`config.mk`:
```
export PLATFORM = sky130hd
export DESIGN_NAME = iae_irq_accept
export DESIGN_NICKNAME = d
export VERILOG_FILES = /design/src/inc/iae_pkg.sv /design/src/rtl/iae_irq_accept.sv
export SDC_FILE = /design/constraint.sdc
export NUM_CORES = 1
export LEC_CHECK = 0
export ABC_CLOCK_PERIOD_IN_PS = 3400
export BUFFER_PORTS_ARGS = -buffer_cell sky130_fd_sc_hd__buf_2
export CORE_MARGIN = 3
export CORE_UTILIZATION = 45
export DETAILED_ROUTE_END_ITERATION = 8
export GPL_ROUTABILITY_DRIVEN = 0
export PLACE_DENSITY_LB_ADDON = 0.08
export SYNTH_ARGS = -nofsm -noshare
export SYNTH_HDL_FRONTEND = slang
export SYNTH_SLANG_ARGS = --single-unit
```
`constraint.sdc`:
```
create_clock -name sys_clk -period 3.4 [get_ports sys_clk]
set_input_delay 0.17 -clock sys_clk [delete_from_list [all_inputs] [get_ports sys_clk]]
set_output_delay 0.17 -clock sys_clk [all_outputs]
set_load 0.02 [all_outputs]
```
`src/inc/iae_pkg.sv`:
```
/*
 Constants, register map and carrier types for the interrupt accept block.
 Assumes a 40 MHz system clock and a CPU sequencer on the same clock.
*/
package iae_pkg;
	localparam int CLK_KHZ = 40000;
	// One instruction cycle, and the least accepted pin pulse, in ns
	localparam int INSTR_NS = 1780;
	localparam int FILT_NS = 100;
	// Longest time rounds down, least time rounds up
	localparam int INSTR_CYC = (INSTR_NS * CLK_KHZ) / 1000000;
	localparam int FILT_CYC = (FILT_NS * CLK_KHZ + 999999) / 1000000;
	localparam logic [6:0] INSTR_LAST = 7'(INSTR_CYC - 1);
	localparam logic [2:0] FILT_LAST = 3'(FILT_CYC - 1);
	localparam logic [2:0] INIT_LAST = 3'h3;

	localparam int NSRC = 12;
	localparam int NPIN = 6;
	localparam int ISK_DEPTH = 4;
	localparam int ASK_DEPTH = 8;
	localparam int PC_W = 14;

	// Wishbone byte addresses
	localparam logic [7:0] ADR_PEND = 8'h00;
	localparam logic [7:0] ADR_ENAB = 8'h04;
	localparam logic [7:0] ADR_STAT = 8'h08;
	localparam logic [7:0] ADR_EDGE_HI = 8'h0c;
	localparam logic [7:0] EDGE_IDX = 8'h1f;
	localparam logic [7:0] ADR_EDGE = {EDGE_IDX[5:0], 2'b00};

	localparam logic [2:0] EDGE_RST = 3'h0;
	localparam logic [1:0] EDGE_HI_RST = 2'h0;
	localparam logic [11:0] PEND_RST = 12'h000;
	localparam logic [11:0] ENAB_RST = 12'h000;
	localparam logic [2:0] SP_RST = 3'h0;
	localparam logic [2:0] LVL_RST = 3'h0;
	localparam logic [2:0] LVL_MAX = 3'h4;
	// Vector of the top-ranked source; each lower rank is one below
	localparam logic [PC_W-1:0] VEC_TOP = 14'h000c;

	// Status register field positions
	localparam int STAT_GIE_BIT = 0;
	localparam int STAT_LVL_LSB = 4;
	localparam int STAT_SP_LSB = 8;

	// System register load masks {wr, bank, ix, rp, psw}
	localparam logic [4:0] LOAD_ACCEPT = 5'h0f;
	localparam logic [4:0] LOAD_IRQ_RETURN_INSTR = 5'h1f;
	localparam logic [4:0] LOAD_RET = 5'h13;

	typedef struct packed {
		logic instr_end;
		logic ei;
		logic di;
		logic irq_return_instr;
		logic ret;
		logic hold;
	} iae_cpu_evt_t;

	typedef struct packed {
		logic [3:0] wr;
		logic [3:0] bank;
		logic [11:0] ix;
		logic [7:0] rp;
		logic [3:0] psw;
	} iae_sysreg_t;
endpackage

```
`src/rtl/iae_irq_accept.sv`:
```
/*
 Interrupt request flags, priority chain, interrupt cycle, return handling
 and external pin edge selection, with a classic Wishbone register slave.
 Assumes the CPU sequencer, timers and serial units share sys_clk and that
 the CPU stalls while irq_cycle is high.
*/
// Implementation choice: register access over Wishbone.
// Operation
// - A source event sets that source's pending flag.
// - Take only when pending, source enable and global enable are all one.
// - Rank: CE fall, pins 0 to 4, timers 0 to 3, serial 2, 3.
// - An asserting source stops the accept chain for lower ranks.
// - A cleared source enable masks the source regardless of rank.
// - Enable instruction sets global enable late; no take at its own end.
// - Disable instruction clears global enable during its own execution.
// - Table read first cycle or skip defers acceptance to the next boundary.
// - Acceptance clears global enable and the taken pending flag.
// - Acceptance decrements stack pointer and stores the PC there.
// - Saved PC is the next address to execute, given by the CPU.
// - Acceptance pushes all system registers except address register.
// - Vector loads into PC; interrupt cycle lasts one instruction cycle.
// - Interrupt return restores PC and system registers together, then increments SP.
// - Subroutine returns restore alike but leave bank and index alone.
// - CE falling edge and per-pin selectable edge raise external requests.
// - Pulses shorter than 100 ns on pins are ignored.
// - Edge select holds pins 0 to 2 in bits 0 to 2; bit 3 reads zero.
// - Edge select clears on power-on and watchdog reset, kept on CE reset.
// - Interrupt stack holds four sets; deeper pushes drop the oldest.
// - After the push, saved registers except window clear to zero.
// - Changing edge select raises a request if the level matches new edge.
`timescale 1ns/1ps
module iae_irq_accept (
	input wire logic sys_clk,
	input wire logic reset_n,
	input wire logic wdt_sp_reset,
	input wire logic ce_reset,
	input wire logic wb_cyc_i,
	input wire logic wb_stb_i,
	input wire logic wb_we_i,
	input wire logic [7:0] wb_adr_i,
	input wire logic [3:0] wb_sel_i,
	input wire logic [31:0] wb_dat_i,
	output logic [31:0] wb_dat_o,
	output logic wb_ack_o,
	input wire logic ce_pin,
	input wire logic [4:0] ext_irq_pin,
	input wire logic [5:0] periph_irq,
	input wire iae_pkg::iae_cpu_evt_t cpu_evt,
	input wire logic [iae_pkg::PC_W-1:0] pc_next,
	input wire iae_pkg::iae_sysreg_t sys_cur,
	output logic irq_cycle,
	output logic pc_load,
	output logic [iae_pkg::PC_W-1:0] pc_value,
	output logic [4:0] sys_load,
	output iae_pkg::iae_sysreg_t sys_value
);

	function automatic logic [3:0] onehot_idx(input logic [iae_pkg::NSRC-1:0] oh);
		logic [3:0] r;
		r = 4'h0;
		for (int k = 0; k < iae_pkg::NSRC; k++) begin
			if (oh[k]) begin
				r = 4'(k);
			end
		end
		return r;
	endfunction

	// Pin conditioning
	logic [5:0] pin_raw;
	logic [5:0] sync1_reg;
	logic [5:0] sync2_reg;
	logic [5:0] filt_w;
	logic [5:0] eff_w;
	logic [5:0] eff_prev_reg;
	logic [5:0] pin_evt;
	logic [5:0] sel_all;
	logic [2:0] init_cnt_reg;
	logic init_done;

	// Flags and control
	logic [11:0] pend_reg;
	logic [11:0] pend_next;
	logic [11:0] enab_reg;
	logic [11:0] enab_next;
	logic [2:0] edge_reg;
	logic [1:0] edge_hi_reg;
	logic gie_reg;
	logic gie_next;
	logic any_reset;

	// Acceptance
	logic [11:0] src_evt;
	logic [11:0] req;
	logic [12:0] chain;
	logic [11:0] grant;
	logic boundary;
	logic take_ok;
	logic accept;
	logic do_irq_return_instr;
	logic do_ret;
	logic do_pop;
	logic [6:0] busy_cnt_reg;
	logic irq_cycle_reg;
	logic [iae_pkg::PC_W-1:0] vec_w;

	// Stacks
	logic [iae_pkg::PC_W-1:0] ask_mem [iae_pkg::ASK_DEPTH];
	logic [2:0] sp_reg;
	logic [2:0] sp_dec;
	iae_pkg::iae_sysreg_t isk_mem [iae_pkg::ISK_DEPTH];
	logic [2:0] lvl_reg;
	iae_pkg::iae_sysreg_t sys_cleared;

	// Outputs
	logic pc_load_reg;
	logic [iae_pkg::PC_W-1:0] pc_value_reg;
	logic [4:0] sys_load_reg;
	iae_pkg::iae_sysreg_t sys_value_reg;

	// Bus
	logic ack_reg;
	logic [31:0] dat_reg;
	logic wb_hit;
	logic wr_en;
	logic [15:0] wmask;
	logic [15:0] wdat_m;
	logic [11:0] pend_wclr;
	logic [31:0] rd_word;
	logic [31:0] stat_word;

	assign pin_raw = {ext_irq_pin, ce_pin};
	assign init_done = (init_cnt_reg == iae_pkg::INIT_LAST);
	assign any_reset = wdt_sp_reset | ce_reset;

	always_ff @(posedge sys_clk or negedge reset_n) begin
		if (!reset_n) begin
			sync1_reg <= 6'h00;
			sync2_reg <= 6'h00;
			init_cnt_reg <= 3'h0;
		end else begin
			sync1_reg <= pin_raw;
			sync2_reg <= sync1_reg;
			if (!init_done) begin
				init_cnt_reg <= init_cnt_reg + 3'h1;
			end
		end
	end

	genvar gi;
	generate
		for (gi = 0; gi < iae_pkg::NPIN; gi++) begin : g_filt
			logic filt_reg;
			logic [2:0] fcnt_reg;
			assign filt_w[gi] = filt_reg;
			always_ff @(posedge sys_clk or negedge reset_n) begin
				if (!reset_n) begin
					filt_reg <= 1'b0;
					fcnt_reg <= 3'h0;
				end else if (!init_done) begin
					filt_reg <= sync2_reg[gi];
					fcnt_reg <= 3'h0;
				end else if (sync2_reg[gi] != filt_reg) begin
					if (fcnt_reg == iae_pkg::FILT_LAST) begin
						filt_reg <= sync2_reg[gi];
						fcnt_reg <= 3'h0;
					end else begin
						fcnt_reg <= fcnt_reg + 3'h1;
					end
				end else begin
					fcnt_reg <= 3'h0;
				end
			end
		end
	endgenerate

	// CE is fixed to falling; pins use their select bit
	assign sel_all = {edge_hi_reg, edge_reg, 1'b1};
	// select change flips the effective level, seen as an edge
	assign eff_w = filt_w ^ sel_all;
	assign pin_evt = eff_w & ~eff_prev_reg & {6{init_done}};

	always_ff @(posedge sys_clk or negedge reset_n) begin
		if (!reset_n) begin
			eff_prev_reg <= 6'h00;
		end else begin
			eff_prev_reg <= eff_w;
		end
	end

	assign src_evt = {periph_irq, pin_evt};

	// a source requests only when also enabled
	assign req = pend_reg & enab_reg;

	assign boundary = cpu_evt.instr_end & ~irq_cycle_reg;
	// table read first cycle or skip holds acceptance off
	// no take at the disabling boundary
	// old flip-flop value keeps the enabling boundary out
	assign take_ok = boundary & gie_reg & ~cpu_evt.hold & ~cpu_evt.di
		& ~cpu_evt.irq_return_instr & ~cpu_evt.ret;

	// accept chain stops at the first asserting source
	assign chain[0] = take_ok;
	generate
		for (gi = 0; gi < iae_pkg::NSRC; gi++) begin : g_chain
			assign grant[gi] = chain[gi] & req[gi];
			assign chain[gi+1] = chain[gi] & ~req[gi];
		end
	endgenerate
	assign accept = |grant;
	assign vec_w = iae_pkg::VEC_TOP - {10'h000, onehot_idx(grant)};

	assign do_irq_return_instr = boundary & cpu_evt.irq_return_instr;
	assign do_ret = boundary & cpu_evt.ret;
	assign do_pop = do_irq_return_instr | do_ret;

	// Bus decode
	assign wb_hit = wb_cyc_i & wb_stb_i & ~ack_reg;
	assign wr_en = wb_hit & wb_we_i;
	assign wmask = {{8{wb_sel_i[1]}}, {8{wb_sel_i[0]}}};
	assign wdat_m = wb_dat_i[15:0] & wmask;
	assign pend_wclr = (wr_en && wb_adr_i == iae_pkg::ADR_PEND) ? wdat_m[11:0] : 12'h000;

	// an event in the clearing cycle wins
	assign pend_next = (pend_reg & ~(pend_wclr | grant)) | src_evt;
	assign enab_next = (wr_en && wb_adr_i == iae_pkg::ADR_ENAB)
		? ((enab_reg & ~wmask[11:0]) | wdat_m[11:0]) : enab_reg;

	always_comb begin
		gie_next = gie_reg;
		if (accept) begin
			gie_next = 1'b0;
		end else if (boundary && cpu_evt.di) begin
			// cleared by the disabling instruction itself
			gie_next = 1'b0;
		end else if (boundary && cpu_evt.ei) begin
			// visible only from the following instruction
			gie_next = 1'b1;
		end
	end

	always_ff @(posedge sys_clk or negedge reset_n) begin
		if (!reset_n) begin
			pend_reg <= iae_pkg::PEND_RST;
			enab_reg <= iae_pkg::ENAB_RST;
			gie_reg <= 1'b0;
		end else if (any_reset) begin
			pend_reg <= iae_pkg::PEND_RST;
			enab_reg <= iae_pkg::ENAB_RST;
			gie_reg <= 1'b0;
		end else begin
			pend_reg <= pend_next;
			enab_reg <= enab_next;
			gie_reg <= gie_next;
		end
	end

	// edge select, kept over CE reset
	always_ff @(posedge sys_clk or negedge reset_n) begin
		if (!reset_n) begin
			edge_reg <= iae_pkg::EDGE_RST;
			edge_hi_reg <= iae_pkg::EDGE_HI_RST;
		end else if (wdt_sp_reset) begin
			edge_reg <= iae_pkg::EDGE_RST;
			edge_hi_reg <= iae_pkg::EDGE_HI_RST;
		end else if (wr_en && wb_sel_i[0]) begin
			if (wb_adr_i == iae_pkg::ADR_EDGE) begin
				edge_reg <= wb_dat_i[2:0];
			end
			if (wb_adr_i == iae_pkg::ADR_EDGE_HI) begin
				edge_hi_reg <= wb_dat_i[1:0];
			end
		end
	end

	// interrupt cycle of one instruction time
	always_ff @(posedge sys_clk or negedge reset_n) begin
		if (!reset_n) begin
			irq_cycle_reg <= 1'b0;
			busy_cnt_reg <= 7'h00;
		end else if (accept) begin
			irq_cycle_reg <= 1'b1;
			busy_cnt_reg <= iae_pkg::INSTR_LAST;
		end else if (busy_cnt_reg != 7'h00) begin
			busy_cnt_reg <= busy_cnt_reg - 7'h01;
		end else begin
			irq_cycle_reg <= 1'b0;
		end
	end

	// decrement then store at the new pointer
	assign sp_dec = sp_reg - 3'h1;
	always_ff @(posedge sys_clk or negedge reset_n) begin
		if (!reset_n) begin
			sp_reg <= iae_pkg::SP_RST;
		end else if (any_reset) begin
			sp_reg <= iae_pkg::SP_RST;
		end else if (accept) begin
			sp_reg <= sp_dec;
		end else if (do_pop) begin
			// pointer moves up after the PC is read
			sp_reg <= sp_reg + 3'h1;
		end
	end

	// Address stack has no reset; contents are don't-care until written
	always_ff @(posedge sys_clk) begin
		if (accept) begin
			// CPU supplies the next address to execute
			ask_mem[sp_dec] <= pc_next;
		end
	end

	// shift stack; the oldest set falls off the bottom
	generate
		for (gi = 0; gi < iae_pkg::ISK_DEPTH; gi++) begin : g_isk
			always_ff @(posedge sys_clk) begin
				if (accept) begin
					// every system register but the address register
					isk_mem[gi] <= (gi == 0) ? sys_cur : isk_mem[(gi == 0) ? 0 : gi - 1];
				end else if (do_pop && gi < iae_pkg::ISK_DEPTH - 1) begin
					isk_mem[gi] <= isk_mem[(gi < iae_pkg::ISK_DEPTH - 1) ? gi + 1 : gi];
				end
			end
		end
	endgenerate

	always_ff @(posedge sys_clk or negedge reset_n) begin
		if (!reset_n) begin
			lvl_reg <= iae_pkg::LVL_RST;
		end else if (any_reset) begin
			lvl_reg <= iae_pkg::LVL_RST;
		end else if (accept && lvl_reg != iae_pkg::LVL_MAX) begin
			lvl_reg <= lvl_reg + 3'h1;
		end else if (do_pop && lvl_reg != 3'h0) begin
			lvl_reg <= lvl_reg - 3'h1;
		end
	end

	assign sys_cleared = '{wr: sys_cur.wr, bank: 4'h0, ix: 12'h000, rp: 8'h00, psw: 4'h0};

	always_ff @(posedge sys_clk or negedge reset_n) begin
		if (!reset_n) begin
			pc_load_reg <= 1'b0;
			pc_value_reg <= '0;
			sys_load_reg <= 5'h00;
			sys_value_reg <= '0;
		end else if (accept) begin
			// branch to the taken source's vector
			pc_load_reg <= 1'b1;
			pc_value_reg <= vec_w;
			// cleared set loads back to the CPU
			sys_load_reg <= iae_pkg::LOAD_ACCEPT;
			sys_value_reg <= sys_cleared;
		end else if (do_pop) begin
			// restore PC and system registers together
			pc_load_reg <= 1'b1;
			pc_value_reg <= ask_mem[sp_reg];
			// subroutine return skips bank and index
			sys_load_reg <= do_irq_return_instr ? iae_pkg::LOAD_IRQ_RETURN_INSTR : iae_pkg::LOAD_RET;
			sys_value_reg <= isk_mem[0];
		end else begin
			pc_load_reg <= 1'b0;
			sys_load_reg <= 5'h00;
		end
	end

	// Register read mux; unmapped addresses read zero
	assign stat_word = {21'h0, sp_reg, 1'b0, lvl_reg, 3'h0, gie_reg};
	assign rd_word = (wb_adr_i == iae_pkg::ADR_PEND) ? {20'h0, pend_reg}
		: (wb_adr_i == iae_pkg::ADR_ENAB) ? {20'h0, enab_reg}
		: (wb_adr_i == iae_pkg::ADR_STAT) ? stat_word
		// bit 3 and above read zero
		: (wb_adr_i == iae_pkg::ADR_EDGE) ? {29'h0, edge_reg}
		: (wb_adr_i == iae_pkg::ADR_EDGE_HI) ? {30'h0, edge_hi_reg}
		: 32'h0;

	always_ff @(posedge sys_clk or negedge reset_n) begin
		if (!reset_n) begin
			ack_reg <= 1'b0;
			dat_reg <= 32'h0;
		end else begin
			ack_reg <= wb_hit;
			if (wb_hit && !wb_we_i) begin
				dat_reg <= rd_word;
			end
		end
	end

	assign wb_ack_o = ack_reg;
	assign wb_dat_o = dat_reg;
	assign irq_cycle = irq_cycle_reg;
	assign pc_load = pc_load_reg;
	assign pc_value = pc_value_reg;
	assign sys_load = sys_load_reg;
	assign sys_value = sys_value_reg;

endmodule // iae_irq_accept

```
### Yosys cells after proc, flatten, opt, wreduce, memory -nomap -nowiden

Memory sizes are Yosys's and may differ from the RTL's.
Index checks and enable logic that the tools add are counted.

| word-level totals | value |
|---|---|
| flip-flop bits (word level) | 174 |
| bits in writable memories | 240 |
| input port bits | 115 |
| output and inout bits | 86 |
| logic and storage cells | 272 |
| memories kept | 2 |

Memories:

| memory | words | bits a word | read ports | clocked after memory_dff | wr ports | RTL line | RTL |
|---|---|---|---|---|---|---|---|
| isk_mem | 4 | 32 | 4 | 0 | 4 | iae_irq_accept.sv:111 | `iae_pkg::iae_sysreg_t isk_mem [iae_pkg::ISK_DEPTH];` |
| ask_mem | 8 | 14 | 1 | 0 | 1 | iae_irq_accept.sv:108 | `logic [iae_pkg::PC_W-1:0] ask_mem [iae_pkg::ASK_DEPTH];` |

| operators by class | value |
|---|---|
| $add $sub $neg | 13 |
| equal/unequal tests | 31 |
| mux-type cells | 92 |
| bitwise operators | 69 |
| reductions and logical operators | 30 |

Operator list:

| operator | count |
|---|---|
| 32-bit two-way mux | 5 |
| 3-bit two-way mux | 28 |
| 12-bit two-way mux | 6 |
| 12-bit bitwise AND | 4 |
| 4-bit two-way mux | 11 |
| 12-bit bitwise OR | 3 |
| 1-bit bitwise AND | 34 |
| 1-bit two-way mux | 31 |
| 14-bit two-way mux | 2 |
| 3-bit by 1-bit adder with 3-bit output, second input constant | 9 |
| 2-bit by 1-bit != test with 1-bit output, second input constant | 12 |
| 12-bit NOT | 2 |
| 3-bit by 2-bit equality test with 1-bit output, second input constant | 7 |
| 1-bit NOT | 17 |
| 8-bit by 4-bit equality test with 1-bit output, second input constant | 2 |
| 2-bit AND reduction | 8 |
| 7-bit two-way mux | 2 |
| 6-bit bitwise AND | 2 |
| 2-bit nonzero test | 6 |
| 12-bit OR reduction | 1 |
| 11-bit two-way mux | 1 |
| 5-bit two-way mux | 2 |
| 3-bit nonzero test | 3 |
| 8-bit by 3-bit equality test with 1-bit output, second input constant | 1 |
| 16 further kinds | 36 |

### Logic depth before layout (Yosys ltp)

Gate-level depths: netlist (run 1).

| depth | value |
|---|---|
| depth after elaboration | 24 |
| mapped depth | 10 |

### Worst setup path before layout (run 1)

No wires, ideal clock.

| path | value |
|---|---|
| path type | register to register |
| start | register irq_cycle_reg (netlist: irq_cycle) |
| end | memory isk_mem[0][0] (netlist bit) (enable) |
| library setup time | 450 ps |
| arrival time | 3276 ps |
| required time | 2950 ps |
| slack | -326 ps |
| stages on the path, launching flop included | 6 |
| path buffers | 1 |
| period minus slack after synthesis | 3726 ps |
| cell sequence | dfrtp_1 nor4bb_1 and4_1 buf_2 a211oi_2 inv_1 |

RTL lines:

| what | RTL line | RTL |
|---|---|---|
| start: declaration | iae_irq_accept.sv:104 | `logic irq_cycle_reg;` |
| start signal: assignment | iae_irq_accept.sv:280 | `irq_cycle_reg <= 1'b0;` |
| start signal: assignment | iae_irq_accept.sv:283 | `irq_cycle_reg <= 1'b1;` |
| start signal: assignment | iae_irq_accept.sv:288 | `irq_cycle_reg <= 1'b0;` |
| end: declaration | iae_irq_accept.sv:111 |  |

### Worst setup path in the final report (run 1)

| path | value |
|---|---|
| start | input port cpu_evt[2] (netlist bit) |
| end | memory ask_mem[0][3] (netlist bit) (enable) |

| on the way | value |
|---|---|
| cells in the longest elaborated chain, start to end | 18 |

RTL lines:

| what | RTL line | RTL |
|---|---|---|
| start: declaration | iae_irq_accept.sv:48 | `input wire iae_pkg::iae_cpu_evt_t cpu_evt,` |
| 1-bit NOT (*) | iae_irq_accept.sv:201 | `& ~cpu_evt.irq_return_instr & ~cpu_evt.ret;` |
| 1-bit bitwise AND (*) (2 in a row) | iae_irq_accept.sv:201 |  |
| 1-bit bitwise AND (11 in a row) | iae_irq_accept.sv:208 | `assign chain[gi+1] = chain[gi] & ~req[gi];` |
| 1-bit bitwise AND | iae_irq_accept.sv:207 | `assign grant[gi] = chain[gi] & req[gi];` |
| 12-bit OR reduction (*) | iae_irq_accept.sv:211 | `assign accept = \|grant;` |
| 1-bit two-way mux (*) | iae_irq_accept.sv:309 | `if (accept) begin` |
| 1-bit two-way mux (not written as such) (*) | iae_irq_accept.sv:311 | `ask_mem[sp_dec] <= pc_next;` |
| end: declaration | iae_irq_accept.sv:108 |  |

Every way passes the cells marked *; elsewhere a longest branch is shown, timed or not.

==> results of run 1 <==
[layer usage]
layer  GRT usage, %  up-vias
met5              0        -
met4          5.123        0
met3          2.950       52
met2          30.47      191
met1          26.55     5165
li1               -     5056
[cell type report]
cell class,instances,area (um2)
diodes,1,2.502
clock buffers,52,1129
clock inverters,23,290.3
fillers,2961,15170
inverters,19,77.57
multi-input cells,827,4805
flip-flops and latches,391,10990
well taps,455,569.3
repair buffers,277,1941
[tightest hold or removal path: stages]
cell and delay [ns]:
buf_2 0.11, nor2b_1 0.18, nand2_1 0.08, nand2_1 0.04
[final timing paths]
path / start / endpoint / slack, ns / cells past startpoint
worst max register to register: irq_cycle / pend_reg[11] / 0.52 / 8
max in group asynchronous: reset_n / enab_reg[5] / 2.27 / 3
min in group asynchronous: reset_n / edge_reg[2] / 0.27 / 2
worst max-delay path: cpu_evt[2] / ask_mem[0][3] / 0.52 / 10
worst min-delay path: cpu_evt[5] / sys_load[3] / 0.09 / 4
worst min register to register: sync1_reg[4] / sync2_reg[4] / 0.35 / 0
[power by group through the flow]
stage | Clock [uW] | Combinational [uW] | Sequential, uW
after floorplan | 0 | 356 | 5420
after global placement | 0 | 586 | 5400
after detailed placement | 0 | 602 | 5410
after CTS | 4800 | 680 | 5320
after global routing | 4990 | 763 | 5340
final | 4670 | 668 | 5320
[stage by stage]
stage          hold WS [ns]  util (%)  TNS (ns)  setup WS, ns
2_1_floorplan       -0.1256         -    -14.72       -0.1548
3_3_place_gp         0.2789     50.13         0        0.5241
3_5_place_dp         0.2805     50.13         0        0.4818
4_1_cts             0.05829     56.62         0        0.5003
5_1_grt             0.09106     56.62         0        0.3448
6_report            0.09203     56.62         0        0.5159
[cell usage in the layout, fill, tap and decap left out, types with 5 or more instances in the layout]
master	instances
a31oi_1	6
nand3b_1	5
edfxtp_1	240
nand2_1	416
nor2b_1	8
nor2_1	63
clkinv_2	10
bufinv_16	6
xor2_1	12
conb_1	20
a21oi_1	27
nand3_1	17
mux4_2	28
dfrtp_1	150
dlygate4sd3_1	85
buf_4	31
mux2_2	10
clkbuf_16	42
a221oi_1	5
inv_1	16
o21ai_0	45
mux2i_1	34
a22oi_1	13
o22ai_1	10
buf_2	157
nor3_1	10
nand4_1	5
clkbuf_1	6
ha_1	12
xnor2_1	8
[kinds of logic (layout without fill, tap and decap cells)]
| family | after synthesis | in the layout |
|---|---|---|
| fa+ha+maj | 13 | 13 |
| mux | 72 | 72 |
| other cells | 1 | 21 |
| buf+inv | 101 | 371 |
| xor+xnor | 20 | 20 |
| flops | 391 | 391 |
| simple gates | 567 | 567 |
| compound gates | 135 | 135 |
==> key figures, run 1 <==
Outcome
  • Status: completed

Layout
  • Fin cells: 2045
  • Layout cell share with drive strength beyond 1: 19.89%
  • Design Area, Final: 19800 um2
  • Max reg flops: 128
  • P&R area growth vs syn: 22.53%
  • # nets final: 1686

Detailed routing
  • Detailed-route via count: 10460
  • 1st-iter DRT viols: 523
  • M1 wire length: 16.89 mm
  • First-pass DRT Iterations: 5
  • Met3 wire length: 1.294 mm
  • Post-route ant nets: 0
  • Drt wl/cell: 17.63 um
  • DR top layer: met4
  • Met2 WL post-DR: 17.11 mm
  • Routed Wire Length: 36.06 mm
  • DR vias/cell: 5.117
  • DRC: 0

Floorplanning
  • I/O pin cnt: 201
  • Die Y: 195.5 um
  • # rows: 68
  • Die area: 38220 um2
  • Die width: 195.5 um
  • Initial Util: 46.21%
  • Total core area: 34970 um2

Yosys
  • Synth Area in Compound Gates: 5.250%
  • Ys Warns: 0
  • Synth top area cells: edfxtp_1 (45%), dfrtp_1 (23%), nand2_1 (9.7%)
  • Largest family of logic cells by synthesized area: simple AND/OR/NAND/NOR gates
  • Mapped Cells: 1300
  • Count leader, synth: nand2_1
  • Async S/R FF share, synth: 38.62%
  • Synth area leader: edfxtp_1
  • Predominant post-synthesis flop cell: edfxtp_1
  • #FFs+latches synth: 391
  • Mean Syn Cell Area: 12.43 um2
  • Adder-Cell Fraction of Synth Area: 1.053%
  • EDFF count, synth: 240
  • Simple-Gate Fraction of Synth Area: 14.91%
  • XOR/XNOR Fraction of Synth Area: 1.084%
  • Synth unique cells: 67
  • Post-synth top area share: 44.60%
  • Post-synth top cells: nand2_1 (416), edfxtp_1 (240), dfrtp_1 (151), nor2_1 (63), o21ai_0 (45)
  • Synthesized cell area: 16160 um2
  • Multiplexer share of the synthesized area: 6.705%
  • Post-synthesis sequential area ratio: 67.98%

STA
  • Setup Skew: 0.01433 ns
  • Fin crit period: 2.884 ns
  • Relative slew slack: 33.98%
  • Slew Limit Fails: 0
  • Hold Fails Final Rpt: 0
  • Worst slew pin tran: 0.9904 ns
  • Final setup violation count: 0
  • Fin crit share: 84.83%
  • Fmax: 0.3467 GHz
  • Unrepaired setup endpoints after global routing: no

Place
  • Port bufs: 158
  • Placed cell count: 1884
  • Post-DP Area: 17530 um2
  • Post-detail-place hpwl: 22.51 mm

Setup path
  • Slowest cell delay on critical path: 0.60 ns
  • CP cell instances: dlygate4sd3_1, buf_2, or3_1, a211oi_1, a21oi_1, buf_4, inv_2, nand2_1, nor2_1, buf_4
  • Worst setup SP type: input pin
  • CP max stage cell: a211oi_1
  • CP Capture Type: register
  • CP Class: in -> reg
  • WP data required: 3.63 ns
  • CP arrival: 3.12 ns
  • Cell mode on critical path: buf_4
  • Family with the most delay on the worst path: buffers and inverters
  • Maximum fanout along the worst path: 11
  • Buf/Inv on CP: 5

GRT
  • Initial antenna violation count: 1
  • Global-route wire length before repair: 57.59 mm
  • Total grt overflow: 0
  • All-layer global routing usage: 18.75%
  • Vias in the first global route: 10490
  • Largest net degree at the start of global routing: 99

Power and ir drop
  • P_int: 8339 uW
  • Max VDD drop: 0.4326 mV
  • Power per cell area: 538.4 nW/um2
  • Pwr Total: 10660 uW
  • Seq pwr share: 49.9%
  • Combinational share of power: 6.3%
  • Clock power share: 43.9%
  • P_sw: 2322 uW
  • Switch share: 21.78%
  • Static leakage power: 0.008092 uW

CTS
  • Hold_buf cts: 85
  • CTS tree: done
  • Cts repair resizes: 0
  • CTS Buf Count: 42
  • CTS Sinks: 391
  • Worst-path clk slew: 0.06 ns
  • Root Driver: clkbuf_16
  • Worst-Skew Late Latency: 0.54 ns
  • Htree depth: 2
  • Postcts setup bufs: 0
  • Longest Clk Path Bufs: 3

Worst hold path
  • Min-delay worst type: in -> reg

Job
  • Max cap viols: 0
Note: power is estimated with default switching activity, not from simulation.
==> run 2: changes to the inputs <==
--- a/config.mk
+++ b/config.mk
@@ -5,7 +5,7 @@
 export SDC_FILE = /design/constraint.sdc
 export NUM_CORES = 1
 export LEC_CHECK = 0
-export ABC_CLOCK_PERIOD_IN_PS = 3400
+export ABC_CLOCK_PERIOD_IN_PS = 2900
 export BUFFER_PORTS_ARGS = -buffer_cell sky130_fd_sc_hd__buf_2
 export CORE_MARGIN = 3
 export CORE_UTILIZATION = 45
==> constraint.sdc (replaced) <==
create_clock -name sys_clk -period 2.9 [get_ports sys_clk]
set_input_delay 0.145 -clock sys_clk [delete_from_list [all_inputs] [get_ports sys_clk]]
set_output_delay 0.145 -clock sys_clk [all_outputs]
set_load 0.02 [all_outputs]
==> run 2 against run 1 <==
Flip-flop and latch count is the same; register-to-register slack got worse by 0.35 ns; critical endpoint is now gie_reg; wire length is 2.6% lower; largest cell class unchanged; clock power rose by 14%; total power is 16% higher; hold slack better by 0.013 ns; core utilization grew 0.36 points; count of clock-buffer cells in the layout stayed put; critical path type is now reg -> reg; highest routed layer unchanged; worst setup slack got worse by 0.35 ns.
==> key figures, run 2 (synthesis results as in run 1) <==
Power and ir drop
  • Static leakage power: 0.008142 uW
  • Max VDD drop: 0.4849 mV
  • Switch share: 21.93%
  • P_sw: 2703 uW
  • P_int: 9625 uW
  • Clock power share: 43.0%
  • Seq pwr share: 50.6%
  • Combinational share of power: 6.3%
  • Pwr Total: 12330 uW
  • Power per cell area: 618.7 nW/um2

GRT
  • Total grt overflow: 0
  • Initial antenna violation count: 1
  • Vias in the first global route: 10550
  • Global-route wire length before repair: 56.79 mm
  • Largest net degree at the start of global routing: 134
  • All-layer global routing usage: 18.26%

STA
  • Setup Skew: 0.01474 ns
  • Final setup violation count: 0
  • Fmax: 0.3655 GHz
  • Unrepaired setup endpoints after global routing: yes
  • Relative slew slack: 32.25%
  • Fin crit share: 94.34%
  • Slew Limit Fails: 0
  • Worst slew pin tran: 1.016 ns
  • Fin crit period: 2.736 ns
  • Hold Fails Final Rpt: 0

Setup path
  • CP cell instances: a22oi_2, nand4_1, a21oi_2, buf_6, clkinv_2, buf_12, a2111oi_1, dlygate4sd3_1
  • Cells on worst reg2reg path: 8
  • FF-to-FF Start: pend_reg[4]
  • Worst setup SP type: register
  • WP data required: 3.36 ns
  • Maximum fanout along the worst path: 46
  • Slowest cell delay on critical path: 0.60 ns
  • Worst Setup SP: pend_reg[4]
  • CP max stage cell: dlygate4sd3_1
  • CP arrival: 3.20 ns
  • CP Capture Type: register
  • CP Class: reg -> reg

Floorplanning
  • Die Y: 195.5 um
  • Die area: 38220 um2
  • # rows: 68
  • Total core area: 34970 um2
  • Die width: 195.5 um
  • Initial Util: 46.21%
  • I/O pin cnt: 201

Worst hold path
  • Hold path depth: 4
  • Hold Path Origin: wb_we_i
  • Min-delay worst type: in -> reg

Place
  • Post-detail-place hpwl: 22.19 mm
  • Port bufs: 158
  • Placed cell count: 1891

Detailed routing
  • 1st-iter DRT viols: 645
  • DRC: 0
  • First-pass DRT Iterations: 5
  • Drt wl/cell: 17.08 um
  • Post-route ant nets: 0
  • Detailed-route via count: 10560
  • Routed Wire Length: 35.11 mm
  • DR vias/cell: 5.137

CTS
  • CTS Buf Count: 42
  • Worst-Skew Late Latency: 0.53 ns
  • CTS tree: done
  • Worst-path clk slew: 0.06 ns
  • CTS Sinks: 391
  • Root Driver: clkbuf_16
  • Htree depth: 2
  • Longest Clk Path Bufs: 3

Job
  • Max cap viols: 0

Layout
  • Max reg flops: 128
  • Commonest cells after routing, fill and taps aside: nand2_1 (416), edfxtp_1 (240), buf_2 (157)
  • # nets final: 1695
  • P&R area growth vs syn: 23.31%
  • Layout cell share with drive strength beyond 1: 20.75%
  • Fin cells: 2056
  • Most common cell after layout, fill and taps aside: nand2_1

Outcome
  • Status: completed
run 2: power by group through the flow:
| stage | logic, uW | clock network, uW | registers [uW] |
|---|---|---|---|
| after detailed placement | 697 | 0 | 6350 |
| final | 779 | 5310 | 6240 |
| after global placement | 681 | 0 | 6340 |
| after floorplan | 417 | 0 | 6350 |
| after global routing | 875 | 5710 | 6270 |
| after CTS | 787 | 5460 | 6240 |
run 2: worst max-delay path, delay by kind of cell (launching register included):
| kind | cells | cell delay [ns] |
|---|---|---|
| and+or+nand+nor | 1 | 0.23 |
| AOI/OAI and AO/OA | 3 | 0.85 |
| buffers and inverters | 4 | 1.15 |
| DFF | 1 | 0.43 |
run 2: path summary, 6_finish.rpt:
check / endpoint / slack, ns
max in group asynchronous: sys_value[7] / 1.94
hold / removal: wb_dat_o[2] / 0.11
setup reg to reg: gie_reg / 0.16
hold reg to reg: sync2_reg[2] / 0.34
min in group asynchronous: g_filt[1].fcnt_reg[0] / 0.21
setup / recovery: gie_reg / 0.16
run 2: cell type report:
class                      count  area, um2
clock buffer                  52       1140
sequential                   391      10990
antenna                        1      2.502
multi-input combinational    827       4848
fill                        2916      15040
clock inverter                25      236.5
tap                          455      569.3
timing repair buffer         286       2064
inverter                      19      78.83
run 2: metal layers:
metal / share of wire (%) / vias to the layer above / track usage (%)
li1: - / 5080 / -
met1: 46 / 5174 / 26.34
met2: 47 / 275 / 29.46
met3: 5.2 / 33 / 3.019
met4: 1.4 / 0 / 4.067
met5: 0 / - / 0
run 2: stage by stage:
stage	setup WS [ns]	TNS (ns)	util [%]	hold slack, ns	instance area [um2]
6_report	0.1641	0	56.98	0.1055	19930
5_1_grt	-0.003620	-0.003620	56.98	0.09751	19930
4_1_cts	0.06471	0	56.88	0.06697	19890
3_5_place_dp	0.3439	0	50.49	0.2142	17650
3_3_place_gp	0.4151	0	50.49	0.2102	17650
2_1_floorplan	-0.4139	-57.39	-	-0.1506	16270
run 2: what timing repair did:
item,CTS,global route
setup buffers,0,1
setup endpoints to repair,0,2
hold endpoints to repair,251,0
hold buffers,86,0
resized for setup,0,6
